### src/dlop_pkg.sv
package dlop_pkg;

  // ----------------------------------------------------------------
  // Timing
  // ----------------------------------------------------------------
  localparam int CLK_MHZ = 50;
  localparam int STROBE_HIGH_NS = 60;
  localparam int STROBE_HIGH_CYC = (STROBE_HIGH_NS * CLK_MHZ + 999) / 1000;
  localparam int STB_CNT_W = 2;

  // ----------------------------------------------------------------
  // Register map
  // ----------------------------------------------------------------
  localparam int ADDR_W = 12;
  localparam logic [8:0] IDX_SYNC_MUX = 9'h109;
  localparam logic [8:0] IDX_RX_DEST = 9'h10a;
  localparam logic [8:0] IDX_FORMAT = 9'h110;
  localparam logic [8:0] IDX_SA_SEL = 9'h111;
  localparam logic [8:0] IDX_STATUS = 9'h112;
  localparam int RX_DEST_LSB = 0;
  localparam int TX_SRC_LSB = 2;
  localparam int SA_SEL_LSB = 3;
  localparam int FORMAT_LSB = 0;
  localparam int STATUS_RX_LSB = 0;
  localparam int STATUS_TX_LSB = 8;
  localparam logic [1:0] RST_RX_DEST = 2'h0;
  localparam logic [1:0] RST_TX_SRC = 2'h0;
  localparam logic [4:0] RST_SA_SEL = 5'h00;

  // Receive destination codes.
  localparam logic [1:0] RXD_STORE = 2'h0;
  localparam logic [1:0] RXD_SERIAL = 2'h1;
  localparam logic [1:0] RXD_OVERHEAD = 2'h2;
  localparam logic [1:0] RXD_ONES = 2'h3;

  // Transmit source codes.
  localparam logic [1:0] TXS_SERIAL_A = 2'h0;
  localparam logic [1:0] TXS_MSG = 2'h1;
  localparam logic [1:0] TXS_PORT = 2'h2;
  localparam logic [1:0] TXS_SERIAL_B = 2'h3;

  // ----------------------------------------------------------------
  // Frame layout
  // ----------------------------------------------------------------
  localparam int T1_FRAME_BITS = 193;
  localparam int T1_TS24_FIRST = 185;
  localparam int T1_R_BIT_OFFSET = 7;
  localparam logic [7:0] E1_LAST = 8'hff;
  localparam int SA4_POS = 3;
  localparam int SA_COUNT = 5;

  // Pin positions in the synchroniser vector.
  localparam int PIN_LINE_CLK = 0;
  localparam int PIN_RX_DATA = 1;
  localparam int PIN_RX_SYNC = 2;
  localparam int PIN_TX_SYNC = 3;
  localparam int PIN_TX_SERIAL = 4;
  localparam int PIN_TX_OH = 5;
  localparam int PIN_COUNT = 6;

  typedef enum logic [2:0] {FMT_ESF, FMT_N, FMT_SLC, FMT_T1_DATA_MODE_FORMAT, FMT_E1} dlop_format_e;
  localparam dlop_format_e RST_FORMAT = FMT_ESF;

  typedef struct packed {
    logic tick;
    logic data;
    logic sync;
  } dlop_line_s;

  function automatic logic [ADDR_W-1:0] regAddr(input logic [8:0] idx);
    return {1'b0, idx, 2'b00};
  endfunction

  // True when the bit at pos of a frame without alignment word is a selected national bit.
  function automatic logic isSaBit(input logic [7:0] pos, input logic nonFas,
                                   input logic [SA_COUNT-1:0] sel);
    logic [7:0] rel;
    rel = 8'(pos - 8'(SA4_POS));
    return nonFas && (pos >= 8'(SA4_POS)) && (rel < 8'(SA_COUNT)) && sel[rel[2:0]];
  endfunction

endpackage

### src/dlop_port.sv
`timescale 1ns/10ps
// Behaviour
// - Destination 00: store link bits, also serialize.
// - Destination 01: link bits on serial only.
// - Destination 10: overhead output plus serial output.
// - Destination 11: link bits forced to one.
// - N or loop-carrier framing: overhead carries Fs.
// - Data mode: timeslot 24 bit each frame.
// - E1: one transmit strobe rise per selected bit; the receive strobe stays low.
// - Capture transmit overhead data on strobe fall.
// - Captured bit goes into its national slot.
// - Two-bit field selects national bit source.
// - Sources: port, message controller, serial input.
// - Extract and insert via controller or port.
// - Receive strobe rises with data; equipment samples falling.
// - 01 controller, 10 port, 00/11 serial.
// - No selected bit: no transmit strobes.
module dlop_port
  import dlop_pkg::*;
#(
  parameter int FRAME_BITS = T1_FRAME_BITS,
  parameter int R_BIT_OFFSET = T1_R_BIT_OFFSET
)
(
  // Clock and reset.
  input wire logic clk,
  input wire logic rst,
  // APB slave.
  input wire logic [ADDR_W-1:0] paddr,
  input wire logic psel,
  input wire logic penable,
  input wire logic pwrite,
  input wire logic [31:0] pwdata,
  output logic [31:0] prdata,
  output logic pready,
  output logic pslverr,
  // Line pins.
  input wire logic lineClk,
  input wire logic rxLineData,
  input wire logic rxFrameSync,
  input wire logic txFrameSync,
  input wire logic txSerialIn,
  // Receive outputs.
  output logic receiveSerialOut,
  output logic receiveSerialValid,
  output logic rxOverheadData,
  output logic rxOverheadStrobe,
  // Transmit overhead port and outgoing stream.
  input wire logic txOverheadData,
  output logic txOverheadStrobe,
  output logic txLineData,
  output logic txLineValid,
  // Message controller.
  output logic msgStoreValid,
  output logic msgStoreBit,
  input wire logic txMsgBit,
  output logic txMsgTake
);

  if (FRAME_BITS < 2 || FRAME_BITS > 256 || R_BIT_OFFSET < 0 || R_BIT_OFFSET > 7)
  begin : g_bad
    $error("dlop_port: frame parameters out of range");
  end

  // ----------------------------------------------------------------
  // Pin synchronisers
  // ----------------------------------------------------------------
  logic [PIN_COUNT-1:0] syncA, syncB;
  logic lineClkLast, lineTick;
  dlop_line_s rxLine, txLine;

  always_ff @(posedge clk)
  begin
    if (rst)
    begin
      syncA <= '0;
      syncB <= '0;
      lineClkLast <= 1'b0;
    end
    else
    begin
      syncA <= {txOverheadData, txSerialIn, txFrameSync, rxFrameSync, rxLineData, lineClk};
      syncB <= syncA;
      lineClkLast <= syncB[PIN_LINE_CLK];
    end
  end

  always_comb
  begin
    lineTick = syncB[PIN_LINE_CLK] && !lineClkLast;
    rxLine = '{tick: lineTick, data: syncB[PIN_RX_DATA], sync: syncB[PIN_RX_SYNC]};
    txLine = '{tick: lineTick, data: syncB[PIN_TX_SERIAL], sync: syncB[PIN_TX_SYNC]};
  end

  // ----------------------------------------------------------------
  // Register file and APB slave
  // ----------------------------------------------------------------
  logic [1:0] rxDest, next_rxDest;
  logic [1:0] txSrc, next_txSrc;
  logic [SA_COUNT-1:0] saSel, next_saSel;
  dlop_format_e format, next_format;
  logic [31:0] next_prdata;
  logic next_pready, next_pslverr, access;
  logic [7:0] rxLinkCount, txCaptureCount;

  // Every access takes one wait state; the write lands on the completing edge.
  always_comb
  begin
    access = psel && penable;
    next_pready = access && !pready;
    next_prdata = prdata;
    next_pslverr = 1'b0;
    next_rxDest = rxDest;
    next_txSrc = txSrc;
    next_saSel = saSel;
    next_format = format;
    if (access && !pready)
    begin
      next_prdata = 32'h0000_0000;
      case (paddr)
        regAddr(IDX_RX_DEST): next_prdata[RX_DEST_LSB +: 2] = rxDest;
        regAddr(IDX_SYNC_MUX): next_prdata[TX_SRC_LSB +: 2] = txSrc;
        regAddr(IDX_SA_SEL): next_prdata[SA_SEL_LSB +: SA_COUNT] = saSel;
        regAddr(IDX_FORMAT): next_prdata[FORMAT_LSB +: 3] = format;
        regAddr(IDX_STATUS):
        begin
          next_prdata[STATUS_RX_LSB +: 8] = rxLinkCount;
          next_prdata[STATUS_TX_LSB +: 8] = txCaptureCount;
        end
        default: next_pslverr = 1'b1;
      endcase
    end
    if (access && pready && pwrite)
    begin
      case (paddr)
        regAddr(IDX_RX_DEST): next_rxDest = pwdata[RX_DEST_LSB +: 2];
        regAddr(IDX_SYNC_MUX): next_txSrc = pwdata[TX_SRC_LSB +: 2];
        regAddr(IDX_SA_SEL): next_saSel = pwdata[SA_SEL_LSB +: SA_COUNT];
        regAddr(IDX_FORMAT): next_format = dlop_format_e'(pwdata[FORMAT_LSB +: 3]);
        default: next_format = format;
      endcase
    end
  end

  always_ff @(posedge clk)
  begin
    if (rst)
    begin
      prdata <= 32'h0000_0000;
      pready <= 1'b0;
      pslverr <= 1'b0;
      rxDest <= RST_RX_DEST;
      txSrc <= RST_TX_SRC;
      saSel <= RST_SA_SEL;
      format <= RST_FORMAT;
    end
    else
    begin
      prdata <= next_prdata;
      pready <= next_pready;
      pslverr <= next_pslverr;
      rxDest <= next_rxDest;
      txSrc <= next_txSrc;
      saSel <= next_saSel;
      format <= next_format;
    end
  end

  // ----------------------------------------------------------------
  // Receive link bit routing
  // ----------------------------------------------------------------
  logic [7:0] rxPos, next_rxPos, curPos;
  logic rxOdd, next_rxOdd, curOdd, isLink, rxFire;
  logic next_serialOut, next_serialValid, next_storeValid, next_storeBit, next_ohData;
  logic rxLastLink, next_rxLastLink;
  logic [7:0] next_rxLinkCount;

  always_comb
  begin
    if (rxLine.sync || rxPos == 8'(FRAME_BITS - 1))
    begin
      curPos = 8'h00;
      curOdd = rxLine.sync ? 1'b1 : ~rxOdd;
    end
    else
    begin
      curPos = 8'(rxPos + 8'h01);
      curOdd = rxOdd;
    end
    case (format)
      FMT_ESF: isLink = curPos == 8'h00 && curOdd;
      FMT_N, FMT_SLC: isLink = curPos == 8'h00 && !curOdd;
      FMT_T1_DATA_MODE_FORMAT: isLink = curPos == 8'(T1_TS24_FIRST + R_BIT_OFFSET);
      default: isLink = 1'b0;
    endcase
    rxFire = 1'b0;
    next_rxPos = rxPos;
    next_rxOdd = rxOdd;
    next_serialOut = receiveSerialOut;
    next_serialValid = 1'b0;
    next_storeValid = 1'b0;
    next_storeBit = msgStoreBit;
    next_ohData = rxOverheadData;
    next_rxLastLink = rxLastLink;
    next_rxLinkCount = rxLinkCount;
    if (rxLine.tick)
    begin
      next_rxPos = curPos;
      next_rxOdd = curOdd;
      next_serialValid = 1'b1;
      next_rxLastLink = isLink;
      next_serialOut = (isLink && rxDest == RXD_ONES) ? 1'b1 : rxLine.data;
      if (isLink && rxDest == RXD_STORE)
      begin
        next_storeValid = 1'b1;
        next_storeBit = rxLine.data;
      end
      if (isLink && rxDest == RXD_OVERHEAD)
      begin
        next_ohData = rxLine.data;
        rxFire = 1'b1;
        next_rxLinkCount = 8'(rxLinkCount + 8'h01);
      end
    end
  end

  always_ff @(posedge clk)
  begin
    if (rst)
    begin
      rxPos <= 8'h00;
      rxOdd <= 1'b0;
      receiveSerialOut <= 1'b1;
      receiveSerialValid <= 1'b0;
      msgStoreValid <= 1'b0;
      msgStoreBit <= 1'b1;
      rxOverheadData <= 1'b1;
      rxLastLink <= 1'b0;
      rxLinkCount <= 8'h00;
    end
    else
    begin
      rxPos <= next_rxPos;
      rxOdd <= next_rxOdd;
      receiveSerialOut <= next_serialOut;
      receiveSerialValid <= next_serialValid;
      msgStoreValid <= next_storeValid;
      msgStoreBit <= next_storeBit;
      rxOverheadData <= next_ohData;
      rxLastLink <= next_rxLastLink;
      rxLinkCount <= next_rxLinkCount;
    end
  end

  // ----------------------------------------------------------------
  // Strobes and transmit insertion
  // ----------------------------------------------------------------
  logic txFire, txFall, txHeld;

  dlop_strobe_gen u_rx_strobe (
    .clk(clk),
    .rst(rst),
    .fire(rxFire),
    .strobe(rxOverheadStrobe),
    .fallPulse()
  );

  dlop_strobe_gen u_tx_strobe (
    .clk(clk),
    .rst(rst),
    .fire(txFire),
    .strobe(txOverheadStrobe),
    .fallPulse(txFall)
  );

  dlop_tx_insert u_tx (
    .clk(clk),
    .rst(rst),
    .line(txLine),
    .serialIn(txLine.data),
    .ohIn(syncB[PIN_TX_OH]),
    .msgBit(txMsgBit),
    .format(format),
    .src(txSrc),
    .saSel(saSel),
    .stbFall(txFall),
    .stbFire(txFire),
    .lineData(txLineData),
    .lineValid(txLineValid),
    .msgTake(txMsgTake),
    .ohHeld(txHeld),
    .captureCount(txCaptureCount)
  );
endmodule

### src/dlop_strobe_gen.sv
`timescale 1ns/10ps
module dlop_strobe_gen
  import dlop_pkg::*;
#(
  parameter int HIGH_CYC = STROBE_HIGH_CYC
)
(
  // Clock and reset.
  input wire logic clk,
  input wire logic rst,
  // Trigger and strobe.
  input wire logic fire,
  output logic strobe,
  output logic fallPulse
);

  logic [STB_CNT_W-1:0] cnt;
  logic [STB_CNT_W-1:0] next_cnt;
  logic next_strobe;
  logic next_fallPulse;

  if (HIGH_CYC < 1 || HIGH_CYC > (1 << STB_CNT_W))
  begin : g_bad
    $error("dlop_strobe_gen: HIGH_CYC out of range");
  end

  // A fire while the strobe is high is ignored.
  always_comb
  begin
    next_cnt = cnt;
    next_strobe = strobe;
    next_fallPulse = 1'b0;
    if (strobe)
    begin
      if (cnt == STB_CNT_W'(HIGH_CYC - 1))
      begin
        next_strobe = 1'b0;
        next_fallPulse = 1'b1;
      end
      else
      begin
        next_cnt = STB_CNT_W'(cnt + 1'b1);
      end
    end
    else if (fire)
    begin
      next_strobe = 1'b1;
      next_cnt = '0;
    end
  end

  always_ff @(posedge clk)
  begin
    if (rst)
    begin
      cnt <= '0;
      strobe <= 1'b0;
      fallPulse <= 1'b0;
    end
    else
    begin
      cnt <= next_cnt;
      strobe <= next_strobe;
      fallPulse <= next_fallPulse;
    end
  end

endmodule

### src/dlop_tx_insert.sv
`timescale 1ns/10ps
module dlop_tx_insert
  import dlop_pkg::*;
(
  // Clock and reset.
  input wire logic clk,
  input wire logic rst,
  // Synchronised line timing and data inputs.
  input wire dlop_line_s line,
  input wire logic serialIn,
  input wire logic ohIn,
  input wire logic msgBit,
  // Configuration.
  input wire dlop_format_e format,
  input wire logic [1:0] src,
  input wire logic [SA_COUNT-1:0] saSel,
  // Overhead strobe control.
  input wire logic stbFall,
  output logic stbFire,
  // Outgoing stream and message controller.
  output logic lineData,
  output logic lineValid,
  output logic msgTake,
  output logic ohHeld,
  output logic [7:0] captureCount
);

  logic [7:0] pos, next_pos, curPos, nxtPos;
  logic nonFas, next_nonFas, curNonFas, nxtNonFas, curSa, isE1;
  logic next_lineData, next_lineValid, next_msgTake, next_ohHeld;
  logic [7:0] next_captureCount;

  always_comb
  begin
    curPos = line.sync ? 8'h00 : ((pos == E1_LAST) ? 8'h00 : 8'(pos + 8'h01));
    curNonFas = line.sync ? 1'b0 : ((pos == E1_LAST) ? ~nonFas : nonFas);
    nxtPos = (curPos == E1_LAST) ? 8'h00 : 8'(curPos + 8'h01);
    nxtNonFas = (curPos == E1_LAST) ? ~curNonFas : curNonFas;
    isE1 = format == FMT_E1;
    curSa = isE1 && isSaBit(curPos, curNonFas, saSel);
    stbFire = line.tick && isE1 && isSaBit(nxtPos, nxtNonFas, saSel);
    next_pos = pos;
    next_nonFas = nonFas;
    next_lineData = lineData;
    next_lineValid = 1'b0;
    next_msgTake = 1'b0;
    next_ohHeld = ohHeld;
    next_captureCount = captureCount;
    if (stbFall)
    begin
      next_ohHeld = ohIn;
      next_captureCount = 8'(captureCount + 8'h01);
    end
    if (line.tick)
    begin
      next_pos = curPos;
      next_nonFas = curNonFas;
      next_lineValid = 1'b1;
      next_lineData = serialIn;
      if (curSa)
      begin
        unique case (src)
          TXS_MSG:
          begin
            next_lineData = msgBit;
            next_msgTake = 1'b1;
          end
          TXS_PORT: next_lineData = ohHeld;
          TXS_SERIAL_A, TXS_SERIAL_B: next_lineData = serialIn;
        endcase
      end
    end
  end

  always_ff @(posedge clk)
  begin
    if (rst)
    begin
      pos <= E1_LAST;
      nonFas <= 1'b1;
      lineData <= 1'b1;
      lineValid <= 1'b0;
      msgTake <= 1'b0;
      ohHeld <= 1'b1;
      captureCount <= 8'h00;
    end
    else
    begin
      pos <= next_pos;
      nonFas <= next_nonFas;
      lineData <= next_lineData;
      lineValid <= next_lineValid;
      msgTake <= next_msgTake;
      ohHeld <= next_ohHeld;
      captureCount <= next_captureCount;
    end
  end
endmodule

### config.mk
export PLATFORM = sky130hd
export DESIGN_NAME = dlop_port
export DESIGN_NICKNAME = d
export VERILOG_FILES = /design/src/dlop_pkg.sv /design/src/dlop_port.sv /design/src/dlop_strobe_gen.sv /design/src/dlop_tx_insert.sv
export SDC_FILE = /design/constraint.sdc
export NUM_CORES = 1
export LEC_CHECK = 0
export BUFFER_PORTS_ARGS = -buffer_cell sky130_fd_sc_hd__buf_2
export CAP_MARGIN = 20
export CORE_ASPECT_RATIO = 1.75
export CORE_UTILIZATION = 54
export CTS_CLUSTER_DIAMETER = 50
export DETAILED_ROUTE_END_ITERATION = 10
export PLACE_DENSITY_LB_ADDON = 0.08
export SKIP_CTS_REPAIR_TIMING = 1
export SLEW_MARGIN = 15
export SYNTH_ARGS = -nofsm -noshare
export SYNTH_HDL_FRONTEND = slang
export SYNTH_SLANG_ARGS = --single-unit
### constraint.sdc
create_clock -name clk -period 5.1 [get_ports clk]
set_input_delay 0.51 -clock clk [delete_from_list [all_inputs] [get_ports clk]]
set_output_delay 0.51 -clock clk [all_outputs]
set_load 0.1 [all_outputs]
== Yosys cells after proc, flatten, opt, wreduce, memory -nomap -nowiden ==
Index checks and enable logic that the tools add are counted.
Widths: inputs -> output; s select.
Word-level totals
  register bits: 92
  logic and storage cells: 158
  input bits: 56
  output and inout bits: 44
Operators by class
  $add $sub $neg: 9
  equal/unequal tests: 22
  reduce and logical (&&, ||, !) cells: 44
  $lt $le $gt $ge: 6
  multiplexer cells: 41
  bitwise operators: 7
Operator list (number)
  $eq 12x11->1 const B: 5
  $add 8x1->8 const B: 5
  $mux 8: 5
  $eq 8x8->1 const B: 4
  $mux 1: 22
  $logic_and 1x1->1: 19
  $ge 8x2->1 const B: 2
  $lt 8x3->1 const B: 2
  $reduce_and 2->1: 8
  $sub 8x2->8 const B: 2
  $eq 2x2->1 const B: 6
  $mux 2: 6
  $pmux 1 s3: 4
  $reduce_or 2->1: 5
  $logic_not 8->1: 1
  $lt 3x4->1 const B: 2
  $pmux 4 s2: 1
  $not 1->1: 7
  $bmux 1 s3: 2
  $eq 3x2->1 const B: 2
  $pmux 2 s3: 1
  $reduce_or 5->1: 1
  $add 2x1->2 const B: 2
  $logic_not 2->1: 2
  other kinds (9): 13

== Longest topological paths before layout ==
Gate-level depths: netlist of run 1.
  depth after elaboration: 12
  gate-level depth with buffers: 11
  mapped depth without buffers: 10

== Modules after synthesis ==
A second synthesis of run 1 with hierarchy kept.
Second synthesis, totals
  cell total of the unflattened synthesis: 566
  area, all modules: 4977.3 sq um
Modules (own cells, without submodules)
  dlop_port: instances 1, area an instance 3027.9 sq um, sequential area each 1301.2 sq um, cells each 346
  dlop_tx_insert: instances 1, area an instance 1579.0 sq um, sequential area each 420.4 sq um, cells each 184
  dlop_strobe_gen: instances 2, area an instance 185.2 sq um, sequential area each 80.1 sq um, cells each 18

== Worst setup path after synthesis of run 1 ==
OpenSTA, ideal clock, no wires.
  path type: register to register
  start: register u_tx.pos[0]
  end: register u_tx_strobe.cnt[0]
  slack: 2.309 ns
  required time: 4.965 ns
  setup time: 0.135 ns
  stages on the path, launching flop included: 12
  data arrival time: 2.656 ns
  clock period less this slack: 2.791 ns
  path buffers: 2
  cell sequence: dfxtp_1 ha_1 buf_4 nand3_1 nor2_1 or2_2 clkbuf_1 nor2_1 nor4_1 mux2_4 a2111oi_4 a311oi_1
Between the ends
  longest elaborated chain between the ends: 12
  elaborated cells between the ends (all ways): 22
  those cells by class: add/sub: 3; order compare: 2; eq/ne: 2; mux: 8; bitwise: 1; reduce/logical: 6
Ends and longest elaborated chain
  from (decl): RTL line dlop_tx_insert.sv:28  | logic [7:0] pos, next_pos, curPos, nxtPos;
  from (signal assigned): RTL line dlop_tx_insert.sv:89  | pos <= next_pos;
  $add 8x1->8 or $eq 8x8->1 (tied branches): RTL line dlop_tx_insert.sv:35, dlop_tx_insert.sv:36
  $mux 8 (2 in series): RTL line dlop_tx_insert.sv:35  | curPos = line.sync ? 8'h00 : ((pos == E1_LAST) ? 8'h00 : 8'(pos + 8'h01));
  $add 8x1->8 or $eq 8x8->1 (tied branches): RTL line dlop_tx_insert.sv:37, dlop_tx_insert.sv:38
  $mux 8: RTL line dlop_tx_insert.sv:37  | nxtPos = (curPos == E1_LAST) ? 8'h00 : 8'(curPos + 8'h01);
  $sub 8x2->8 or $ge 8x2->1 (tied branches): RTL line dlop_pkg.sv:78, dlop_pkg.sv:79
  $lt 8x3->1 (tied with other cells): RTL line dlop_pkg.sv:79  | return nonFas && (pos >= 8'(SA4_POS)) && (rel < 8'(SA_COUNT)) && sel[rel[2:0]];
  $logic_and 1x1->1 or $mux 1 (tied branches): RTL line dlop_pkg.sv:79
  $logic_and 1x1->1 *: RTL line dlop_pkg.sv:79
  $logic_and 1x1->1 *: RTL line dlop_tx_insert.sv:41  | stbFire = line.tick && isE1 && isSaBit(nxtPos, nxtNonFas, saSel);
  $reduce_bool 2->1 (no source line) *
  $reduce_and 2->1 (no source line) *
  to (signal assigned): RTL line dlop_strobe_gen.sv:62  | cnt <= next_cnt;
  to (decl): RTL line dlop_strobe_gen.sv:17  | logic [STB_CNT_W-1:0] cnt;
Every way passes the cells marked *; elsewhere a longest branch is shown, timed or not. The select of a mux whose other input is x is not followed.
A chain may end at the register's enable or synchronous reset.

== Worst setup path after layout of run 1 ==
  start: register u_tx.pos[1]
  end: register u_tx_strobe.cnt[0]
Same word-level chain as after synthesis.

==> results of run 1 <==
-- final timing paths --
kind                             startpoint            endpoint  slack, ns  cells after the start
worst max register to register  u_tx.pos[1]  u_tx_strobe.cnt[0]       1.54                      9
worst min-delay path            txFrameSync            syncA[3]       0.38                      2
worst max-delay path            u_tx.pos[1]  u_tx_strobe.cnt[0]       1.54                      9
worst min register to register     syncB[5]         u_tx.ohHeld       0.44                      1
-- power by group through the flow --
stage                     Clock, W  Combinational, W  Sequential (W)
final                     0.000680          0.000287        0.000751
after detailed placement         0          0.000286        0.000768
after global placement           0          0.000282        0.000767
after floorplan                  0          0.000217        0.000796
after CTS                 0.000696          0.000287        0.000751
after global routing      0.000726          0.000311        0.000753
-- state kept, by name, summed over array words and instances, names as in the netlist, 2 cells and up --
| register | count |
|---|---|
| prdata | 16 |
| rxLinkCount | 8 |
| rxPos | 8 |
| u_tx.captureCount | 8 |
| u_tx.pos | 8 |
| syncA | 6 |
| syncB | 6 |
| saSel | 5 |
| format | 3 |
| rxDest | 2 |
| txSrc | 2 |
| u_rx_strobe.cnt | 2 |
| u_tx_strobe.cnt | 2 |
-- stage by stage --
stage	util, %	std cells
3_5_place_dp	59.3	709
5_1_grt	63.1	726
4_1_cts	63.0	725
3_3_place_gp	59.3	708
6_report	63.1	726
2_1_floorplan	-	581
-- final cells by class --
type	count	area [µm²]	area share (%)
multi-input combinational	427	2650	49.8
tap	115	144	2.71
timing repair buffer	63	325	6.12
inverter	13	48.8	0.918
clock inverter	7	85.1	1.60
clock buffer	9	225	4.24
sequential	92	1840	34.6
-- cells in the mapped netlist (3+ instances only) --
cell | count | area, µm²
inv_1 | 13 | 48.8
buf_4 | 20 | 150
mux2i_1 | 15 | 150
ha_1 | 9 | 113
nor2_1 | 79 | 297
o22ai_1 | 3 | 18.8
a221oi_1 | 4 | 35.0
nand3_1 | 24 | 120
or2_2 | 5 | 31.3
clkbuf_1 | 23 | 86.3
nand4b_1 | 4 | 35.0
nor4_1 | 6 | 37.5
nor3b_1 | 4 | 30.0
or4_1 | 3 | 22.5
a221o_1 | 5 | 50.1
xor2_1 | 13 | 114
nor3_1 | 20 | 100
nand2b_1 | 5 | 31.3
a211o_1 | 5 | 43.8
nor2b_1 | 20 | 125
and2_1 | 3 | 18.8
a222oi_1 | 3 | 30.0
a21oi_1 | 34 | 170
nand2_1 | 36 | 135
nor4b_1 | 3 | 26.3
buf_2 | 5 | 25.0
a211oi_1 | 4 | 30.0
or3_1 | 8 | 50.1
dfxtp_1 | 92 | 1840
o31ai_1 | 4 | 30.0
o21ai_0 | 24 | 120
nand3b_1 | 4 | 30.0
nand4_1 | 12 | 75.1
and3_1 | 8 | 50.1
xnor2_1 | 8 | 70.1
-- layout by cell type, fill, tap and decap left out, drive strengths merged, types with 4 or more instances in the layout --
cell and n:
or2 5, ha 9, xor2 14, nor3 20, mux2i 15, a21oi 34
a221oi 4, nor2b 20, nand4b 4, xnor2 8, nand3b 4, a211oi 4
and3 8, nand4 13, o31ai 4, nor2 79, nor3b 4, or3 9
conb 16, dfxtp 92, nand2 37, or4 4, a221o 5, nand3 24
nand2b 5, inv 15, nor4 6, o21ai 26, buf 63, a211o 5
clkbuf 9
-- cell families after synthesis --
logic type	share of synthesized area [%]
DFF	38.7
AOI/OAI and AO/OA	16.2
and+or+nand+nor	27.2
xor gates and xnor gates	4.45
buffers and inverters	6.76
other	0.0789
muxes	3.95
adders and majority gates	2.58
-- layer usage --
metal	up-vias	track usage, %	part of all wire [%]
met5	-	0	0
met2	103	44.1	50
met4	0	14.0	4.4
li1	2067	-	-
met1	1971	30.4	42
met3	30	3.36	3.4
==> flow_summary_export.csv, run 1 <==
group,metric,value,unit
setup_path,path_cells,"ha_1, and3_1, a21boi_0, or4_4, a41oi_2, nor4_1, mux2_4, a2111oi_4, a311oi_1",
power,pwr-share-comb,16.7,%
setup_path,critPathLaunchType,"flip-flop",
flow_run,max_cap_viol_count,0,
die,rows,44,
setup_path,cp_slowest_cell,"dfxtp_1",
final_layout,final_cell_area,5320,µm²
power,power.leakage,2.09,nW
timing,max_slew.worst_pin.slew,0.893,ns
setup_path,critPathTopFamily,"compound AO/OA/AOI/OAI gates",
setup_path,required,5.28,ns
final_layout,syn_to_final_growth,11.8,%
place,port_buffers,59,
setup_path,critPathMaxFanout,11,
place,dp_hpwl,8.43,mm
timing,hold_slack,0.381,ns
die,start_util,56.4,%
setup_path,critical_path_class,"flip-flop to flip-flop",
timing,rsz0062_at_grt,"false",
clock_tree,cts_tree,"built",
clock_tree,cts_buffers,9,
power,p_total,0.00172,W
global_route,track_usage,25.7,%
min_path,worstHoldPathType,"input pin to flip-flop",
logic_synthesis,synth_ff_type,"dfxtp_1",
routing,wl_per_cell,15.7,µm
clock_tree,clock_sinks,92,
die,dieArea,9200,µm²
die,die_h,126,µm
routing,ant_nets,0,
timing,tns,0,ns
timing,maxSlewHeadroom,40.0,%
setup_path,path_buf_inv,0,
clock_tree,cts_root_buffer,"clkbuf_16",
timing,worst_slack,1.54,ns
clock_tree,cts_max_level,3,
final_layout,final_nets,671,
setup_path,crit_path_end_kind,"flip-flop",
final_layout,layout-drive-gt1-share,15.9,%
place,place.gp.congestion,0.897,
timing,finalHoldViolations,0,
clock_tree,clockBufferDepth,2,
final_layout,antennaDiodeCount,0,
power,internal_power,0.00120,W
global_route,grt-ovfl-total,0,
setup_path,critPathArrivalTime,3.74,ns
die,core-area,8420,µm²
logic_synthesis,syn_area,4750,µm²
power,power.density,323,nW/µm²
timing,maxSlewViolCount,0,
routing,drt-total-wl,11.4,mm
logic_synthesis,seq_area_frac_synth,38.7,%
global_route,grt_pass1_vias,3911,
outcome,outcome,"finished clean",
clock_tree,clk_latency,0.34,ns
routing,drc,0,
timing,setup_viol,0,
power,p_clk_share,39.6,%
logic_synthesis,synthCells,566,
routing,drt_iter0_drc,324,
global_route,grt_pass1_wl,18.6,mm
logic_synthesis,yosys_warnings,0,
timing,fmax,281,MHz
logic_synthesis,synth_edf_count,0,
logic_synthesis,ys_ff_latch,92,
setup_path,max_stage_delay,0.59,ns
logic_synthesis,synth_cell_types,68,
place,post_dp_cell_area,5000,µm²
global_route,grt_start_max_net_pins,48,
routing,vias,4171,
global_route,antenna_found_initial,0,
timing,fin_skew,0.0108,ns
power,p_switching,0.000520,W
die,die_w,72.9,µm
final_layout,num-fill-cells,754,
logic_synthesis,avgSynthCellArea,8.40,µm²
timing,min_period_over_period,69.9,%
place,pre_cts_ws,1.53,ns
logic_synthesis,async_reset_ff_share,0,%
clock_tree,clkTransAtPathRegs,0.07,ns
routing,vias_per_cell,5.75,
routing,firstDrtPassIters,6,
power,power_frac_seq,43.7,%
power,swShare,30.2,%
die,io_pins,100,
timing,finalCriticalPeriod,3.56,ns
power,ir_worst_vdd,213,µV
No activity file was read; power rests on OpenSTA's default activity.
==> run 2: changes to the inputs <==
--- a/config.mk
+++ b/config.mk
@@ -8,7 +8,7 @@
 export BUFFER_PORTS_ARGS = -buffer_cell sky130_fd_sc_hd__buf_2
 export CAP_MARGIN = 20
 export CORE_ASPECT_RATIO = 1.75
-export CORE_UTILIZATION = 54
+export CORE_UTILIZATION = 50
 export CTS_CLUSTER_DIAMETER = 50
 export DETAILED_ROUTE_END_ITERATION = 10
 export PLACE_DENSITY_LB_ADDON = 0.08
==> constraint.sdc (replaced) <==
create_clock -name clk -period 3 [get_ports clk]
set_input_delay 0.3 -clock clk [delete_from_list [all_inputs] [get_ports clk]]
set_output_delay 0.3 -clock clk [all_outputs]
set_load 0.1 [all_outputs]
==> run 2 against run 1 <==
Power grew 73%. Sequential power grew 69%. Clock power grew 71%. Core utilization shrank 2.7 points. First-iteration DRC count shrank 33%. Wire length grew 6.5%. Combinational power grew 90%. Maximum frequency grew 25%. Clock skew shrank 0.0026 ns. Flip-flop and latch count is the same. Global-route usage grew 0.074 points. Critical endpoint unchanged. Largest power group unchanged.
==> flow_summary_export.csv, run 2 (same netlist as run 1, synthesis figures left out) <==
group,metric,value,unit
global_route,grt_start_max_net_pins,51,
place,numPlacedInstances,740,
setup_path,critPathMaxFanout,10,
final_layout,top_register,"prdata",
setup_path,critPathTopFamily,"simple AND/OR/NAND/NOR gates",
timing,maxSlewHeadroom,37.0,%
timing,hold_slack,0.170,ns
global_route,grt_pass1_wl,19.1,mm
timing,fin_skew,0.00822,ns
global_route,antenna_found_initial,0,
place,place.gp.congestion,0.909,
clock_tree,clk_latency,0.34,ns
timing,tns,0,ns
setup_path,cp_slowest_cell,"dfxtp_1",
final_layout,register_area,1840,µm²
die,die_h,131,µm
clock_tree,clock_sinks,92,
final_layout,multi_input_comb_area,2670,µm²
die,rows,46,
clock_tree,cts_tree,"built",
flow_run,max_cap_viol_count,0,
die,core-area,9150,µm²
setup_path,critical_path_class,"flip-flop to flip-flop",
power,ir_worst_vdd,334,µV
outcome,outcome,"finished clean",
power,power.density,538,nW/µm²
clock_tree,clkTransAtPathRegs,0.07,ns
routing,drc,0,
final_layout,final_common_cell,"dfxtp_1",
setup_path,critPathLaunchType,"flip-flop",
final_layout,utilization,60.5,%
final_layout,final_cell_area,5530,µm²
place,dp_hpwl,9.10,mm
setup_path,required,3.18,ns
die,die_w,75.7,µm
timing,finalHoldViolations,0,
final_layout,layout-drive-gt1-share,19.8,%
final_layout,antennaDiodeCount,0,
die,start_util,51.9,%
final_layout,num-fill-cells,843,
global_route,grt-ovfl-total,0,
min_path,worstHoldPathType,"input pin to flip-flop",
final_layout,final_nets,696,
final_layout,largest_reg_flops,16,
clock_tree,cts_buffers,9,
setup_path,path_cells,"and3_1, a21boi_0, or4_4, a41oi_2, nor4_2, mux2_4, a2111oi_4, a311oi_1",
timing,fmax,350,MHz
clock_tree,clockBufferDepth,2,
setup_path,critPathArrivalTime,3.04,ns
die,dieArea,9920,µm²
timing,min_period_over_period,95.3,%
place,port_buffers,59,
setup_path,path_buf_inv,0,
routing,drt-total-wl,12.2,mm
routing,drt_iter0_drc,217,
setup_path,max_stage_delay,0.64,ns
final_layout,syn_to_final_growth,16.4,%
clock_tree,cts_max_level,3,
routing,firstDrtPassIters,7,
place,post_dp_cell_area,5200,µm²
global_route,track_usage,25.8,%
timing,max_slew.worst_pin.slew,0.945,ns
die,io_pins,100,
timing,rsz0062_at_grt,"false",
routing,vias,4243,
final_layout,fin_cells,756,
final_layout,mostFrequentLayoutCells,"dfxtp_1, nor2_1, buf_2",
power,power.leakage,2.21,nW
clock_tree,cts_root_buffer,"clkbuf_16",
timing,setup_viol,0,
timing,maxSlewViolCount,0,
setup_path,crit_path_end_kind,"flip-flop",
timing,finalCriticalPeriod,2.86,ns
routing,vias_per_cell,5.61,
routing,ant_nets,0,
routing,wl_per_cell,16.1,µm
global_route,grt_pass1_vias,4035,
[run 2: final timing paths]
path | slack, ns | endpoint | cells past startpoint | from
hold / removal | 0.17 | syncA[0] | 2 | lineClk
setup / recovery | 0.14 | u_tx_strobe.cnt[0] | 8 | u_tx.pos[2]
hold reg to reg | 0.44 | u_tx.ohHeld | 1 | syncB[5]
setup reg to reg | 0.14 | u_tx_strobe.cnt[0] | 8 | u_tx.pos[2]
[run 2: metal layers]
layer | routed length (µm) | GRT usage, %
met1 | 4810 | 27.8
met2 | 6440 | 46.8
met3 | 461 | 4.45
met4 | 452 | 13.2
met5 | 0 | 0
[run 2: worst register-to-register path: cells and delay by family, from the launching register on]
kind,cells,cell delay [ns]
AND/OR/NAND/NOR,3,0.88
AO/OA/AOI/OAI,4,0.87
flip-flops,1,0.64
multiplexers,1,0.32
[run 2: per-stage QoR]
stage	power [W]	setup slack (ns)
finish	0.00298	0.140
global route	0.00308	0.00307
CTS	0.00299	-0.00258
detailed placement	0.00183	-0.00470
global placement	0.00182	0.0842
floorplan	0.00172	0.209
[run 2: layout make-up]
type / instances / share of cell area, %
Sequential cell: 92 / 33.3
Tap cell: 120 / 2.71
Clock buffer: 9 / 4.07
Clock inverter: 7 / 1.45
Timing Repair Buffer: 88 / 9.27
Multi-Input combinational cell: 427 / 48.3
Inverter: 13 / 0.882
[run 2: report_power, final]
group,switching (W),internal (W)
registers,0.0000235,0.00125
clock network,0.000503,0.000659
logic,0.000375,0.000171
total,0.000901,0.00208
==> run 3: changes to the inputs <==
--- a/config.mk
+++ b/config.mk
@@ -8,10 +8,10 @@
 export BUFFER_PORTS_ARGS = -buffer_cell sky130_fd_sc_hd__buf_2
 export CAP_MARGIN = 20
 export CORE_ASPECT_RATIO = 1.75
-export CORE_UTILIZATION = 50
+export CORE_UTILIZATION = 54
 export CTS_CLUSTER_DIAMETER = 50
 export DETAILED_ROUTE_END_ITERATION = 10
-export PLACE_DENSITY_LB_ADDON = 0.08
+export PLACE_DENSITY = 0.79
 export SKIP_CTS_REPAIR_TIMING = 1
 export SLEW_MARGIN = 15
 export SYNTH_ARGS = -nofsm -noshare
==> constraint.sdc (replaced) <==
create_clock -name clk -period 3.12 [get_ports clk]
set_input_delay 0.312 -clock clk [delete_from_list [all_inputs] [get_ports clk]]
set_output_delay 0.312 -clock clk [all_outputs]
set_load 0.1 [all_outputs]
==> run 3 against run 2 <==
Sequential power down 4%. Hold slack better by 0.0035 ns. Largest cell class unchanged. Wire length down 4.6%.
==> flow_summary_export.csv, run 3 (same netlist as run 1, synthesis figures left out) <==
group,metric,value,unit
final_layout,register_area,1840,µm²
final_layout,top_register,"prdata",
final_layout,utilization,64.7,%
clock_tree,clockBufferDepth,2,
die,rows,44,
timing,maxSlewHeadroom,43.4,%
clock_tree,clk_latency,0.35,ns
clock_tree,cts_tree,"built",
setup_path,critPathLaunchType,"flip-flop",
final_layout,final_nets,690,
routing,drt-total-wl,11.6,mm
power,ir_worst_vdd,356,µV
final_layout,largest_reg_flops,16,
setup_path,ff2ff_path_depth,9,
global_route,antenna_found_initial,0,
die,io_pins,100,
clock_tree,cts_root_buffer,"clkbuf_16",
timing,rsz0062_at_grt,"false",
final_layout,final_common_cell,"dfxtp_1",
power,power.density,513,nW/µm²
place,dp_hpwl,8.59,mm
timing,maxSlewViolCount,0,
clock_tree,clock_sinks,92,
timing,tns,0,ns
clock_tree,clkTransAtPathRegs,0.07,ns
die,die_h,126,µm
final_layout,mostFrequentLayoutCells,"dfxtp_1, nor2_1, buf_2",
clock_tree,cts_buffers,9,
min_path,hold_depth,2,
power,power.leakage,2.17,nW
die,dieArea,9200,µm²
routing,vias_per_cell,5.84,
global_route,track_usage,26.7,%
global_route,grt_start_max_net_pins,50,
setup_path,critical_path_class,"flip-flop to flip-flop",
final_layout,multi_input_comb_area,2660,µm²
die,die_w,72.9,µm
setup_path,critPathArrivalTime,3.15,ns
timing,finalCriticalPeriod,2.96,ns
routing,ant_nets,0,
global_route,grt-ovfl-total,0,
timing,setup_viol,0,
setup_path,critPathMaxFanout,6,
routing,firstDrtPassIters,5,
timing,finalHoldViolations,0,
min_path,worstHoldPathType,"input pin to flip-flop",
final_layout,layout-drive-gt1-share,18.7,%
setup_path,required,3.31,ns
final_layout,antennaDiodeCount,0,
timing,min_period_over_period,94.9,%
timing,fin_skew,0.00965,ns
place,place.gp.congestion,0.968,
clock_tree,cts_max_level,3,
final_layout,syn_to_final_growth,14.6,%
outcome,outcome,"finished clean",
final_layout,num-fill-cells,723,
timing,max_slew.worst_pin.slew,0.849,ns
routing,wl_per_cell,15.6,µm
routing,vias,4352,
place,port_buffers,59,
global_route,grt_pass1_vias,4135,
die,core-area,8420,µm²
setup_path,crit_path_end_kind,"flip-flop",
routing,drt_iter0_drc,274,
routing,drc,0,
timing,fmax,338,MHz
global_route,grt_pass1_wl,19.1,mm
die,start_util,56.4,%
flow_run,max_cap_viol_count,0,
timing,hold_slack,0.173,ns
==> run 3: changes by cell type in the layout (fill, tap and decap cells not counted), sizes merged <==
| cell | before | now |
|---|---|---|
| buf | 88 | 82 |
| bufinv | 1 | 0 |
| clkinv | 1 | 2 |
==> run 3: power by group <==
group	internal, W	switching (W)	total (W)	leakage [nW]
clock	0.000560	0.000502	0.00106	0.140
sequential	0.00120	0.0000230	0.00122	0.747
combinational	0.000156	0.000358	0.000514	1.29
total	0.00191	0.000883	0.00280	2.17
==> run 3: worst paths after layout <==
| path | start | endpoint | slack, ns |
|---|---|---|---|
| worst max-delay path | u_tx.pos[1] | u_tx_strobe.cnt[0] | 0.16 |
| worst min-delay path | txOverheadData | syncA[5] | 0.17 |
| worst max register to register | u_tx.pos[1] | u_tx_strobe.cnt[0] | 0.16 |
| worst min register to register | syncA[0] | syncB[0] | 0.44 |
==> run 3: per-layer routing <==
metal	wire [µm]	track usage, %	vias to the layer above
met5	0	0	-
met4	459	14.2	0
met3	414	3.92	36
met2	6150	48.2	147
met1	4570	29.0	2064
li1	-	-	2105
==> run 3: area by class of cell <==
cell class,instances,area share [%]
clock buffers,9,4.13
clock inverters,7,1.19
inverters,13,0.896
flip-flops and latches,92,33.8
repair buffers,82,8.59
well taps,115,2.64
multi-input cells,427,48.7
==> run 3: through the flow <==
step	instance area, µm²	cells	setup slack, ns	power [W]
after global routing	5450	745	0.00255	0.00290
after floorplan	4810	581	0.329	0.00165
after CTS	5440	745	0.0860	0.00280
after detailed placement	5150	729	0.113	0.00175
final	5450	745	0.158	0.00280
after global placement	5150	729	0.199	0.00174
==> run 3: critical path, cell delays in order, from the launching register on <==
cell and delay [ns]:
dfxtp_1 0.32, ha_2 0.39, nand4b_1 0.14, nand2b_1 0.21, or4_4 0.55, a41oi_2 0.20
nor4_1 0.10, mux2_4 0.33, a2111oi_4 0.43, a311oi_1 0.14
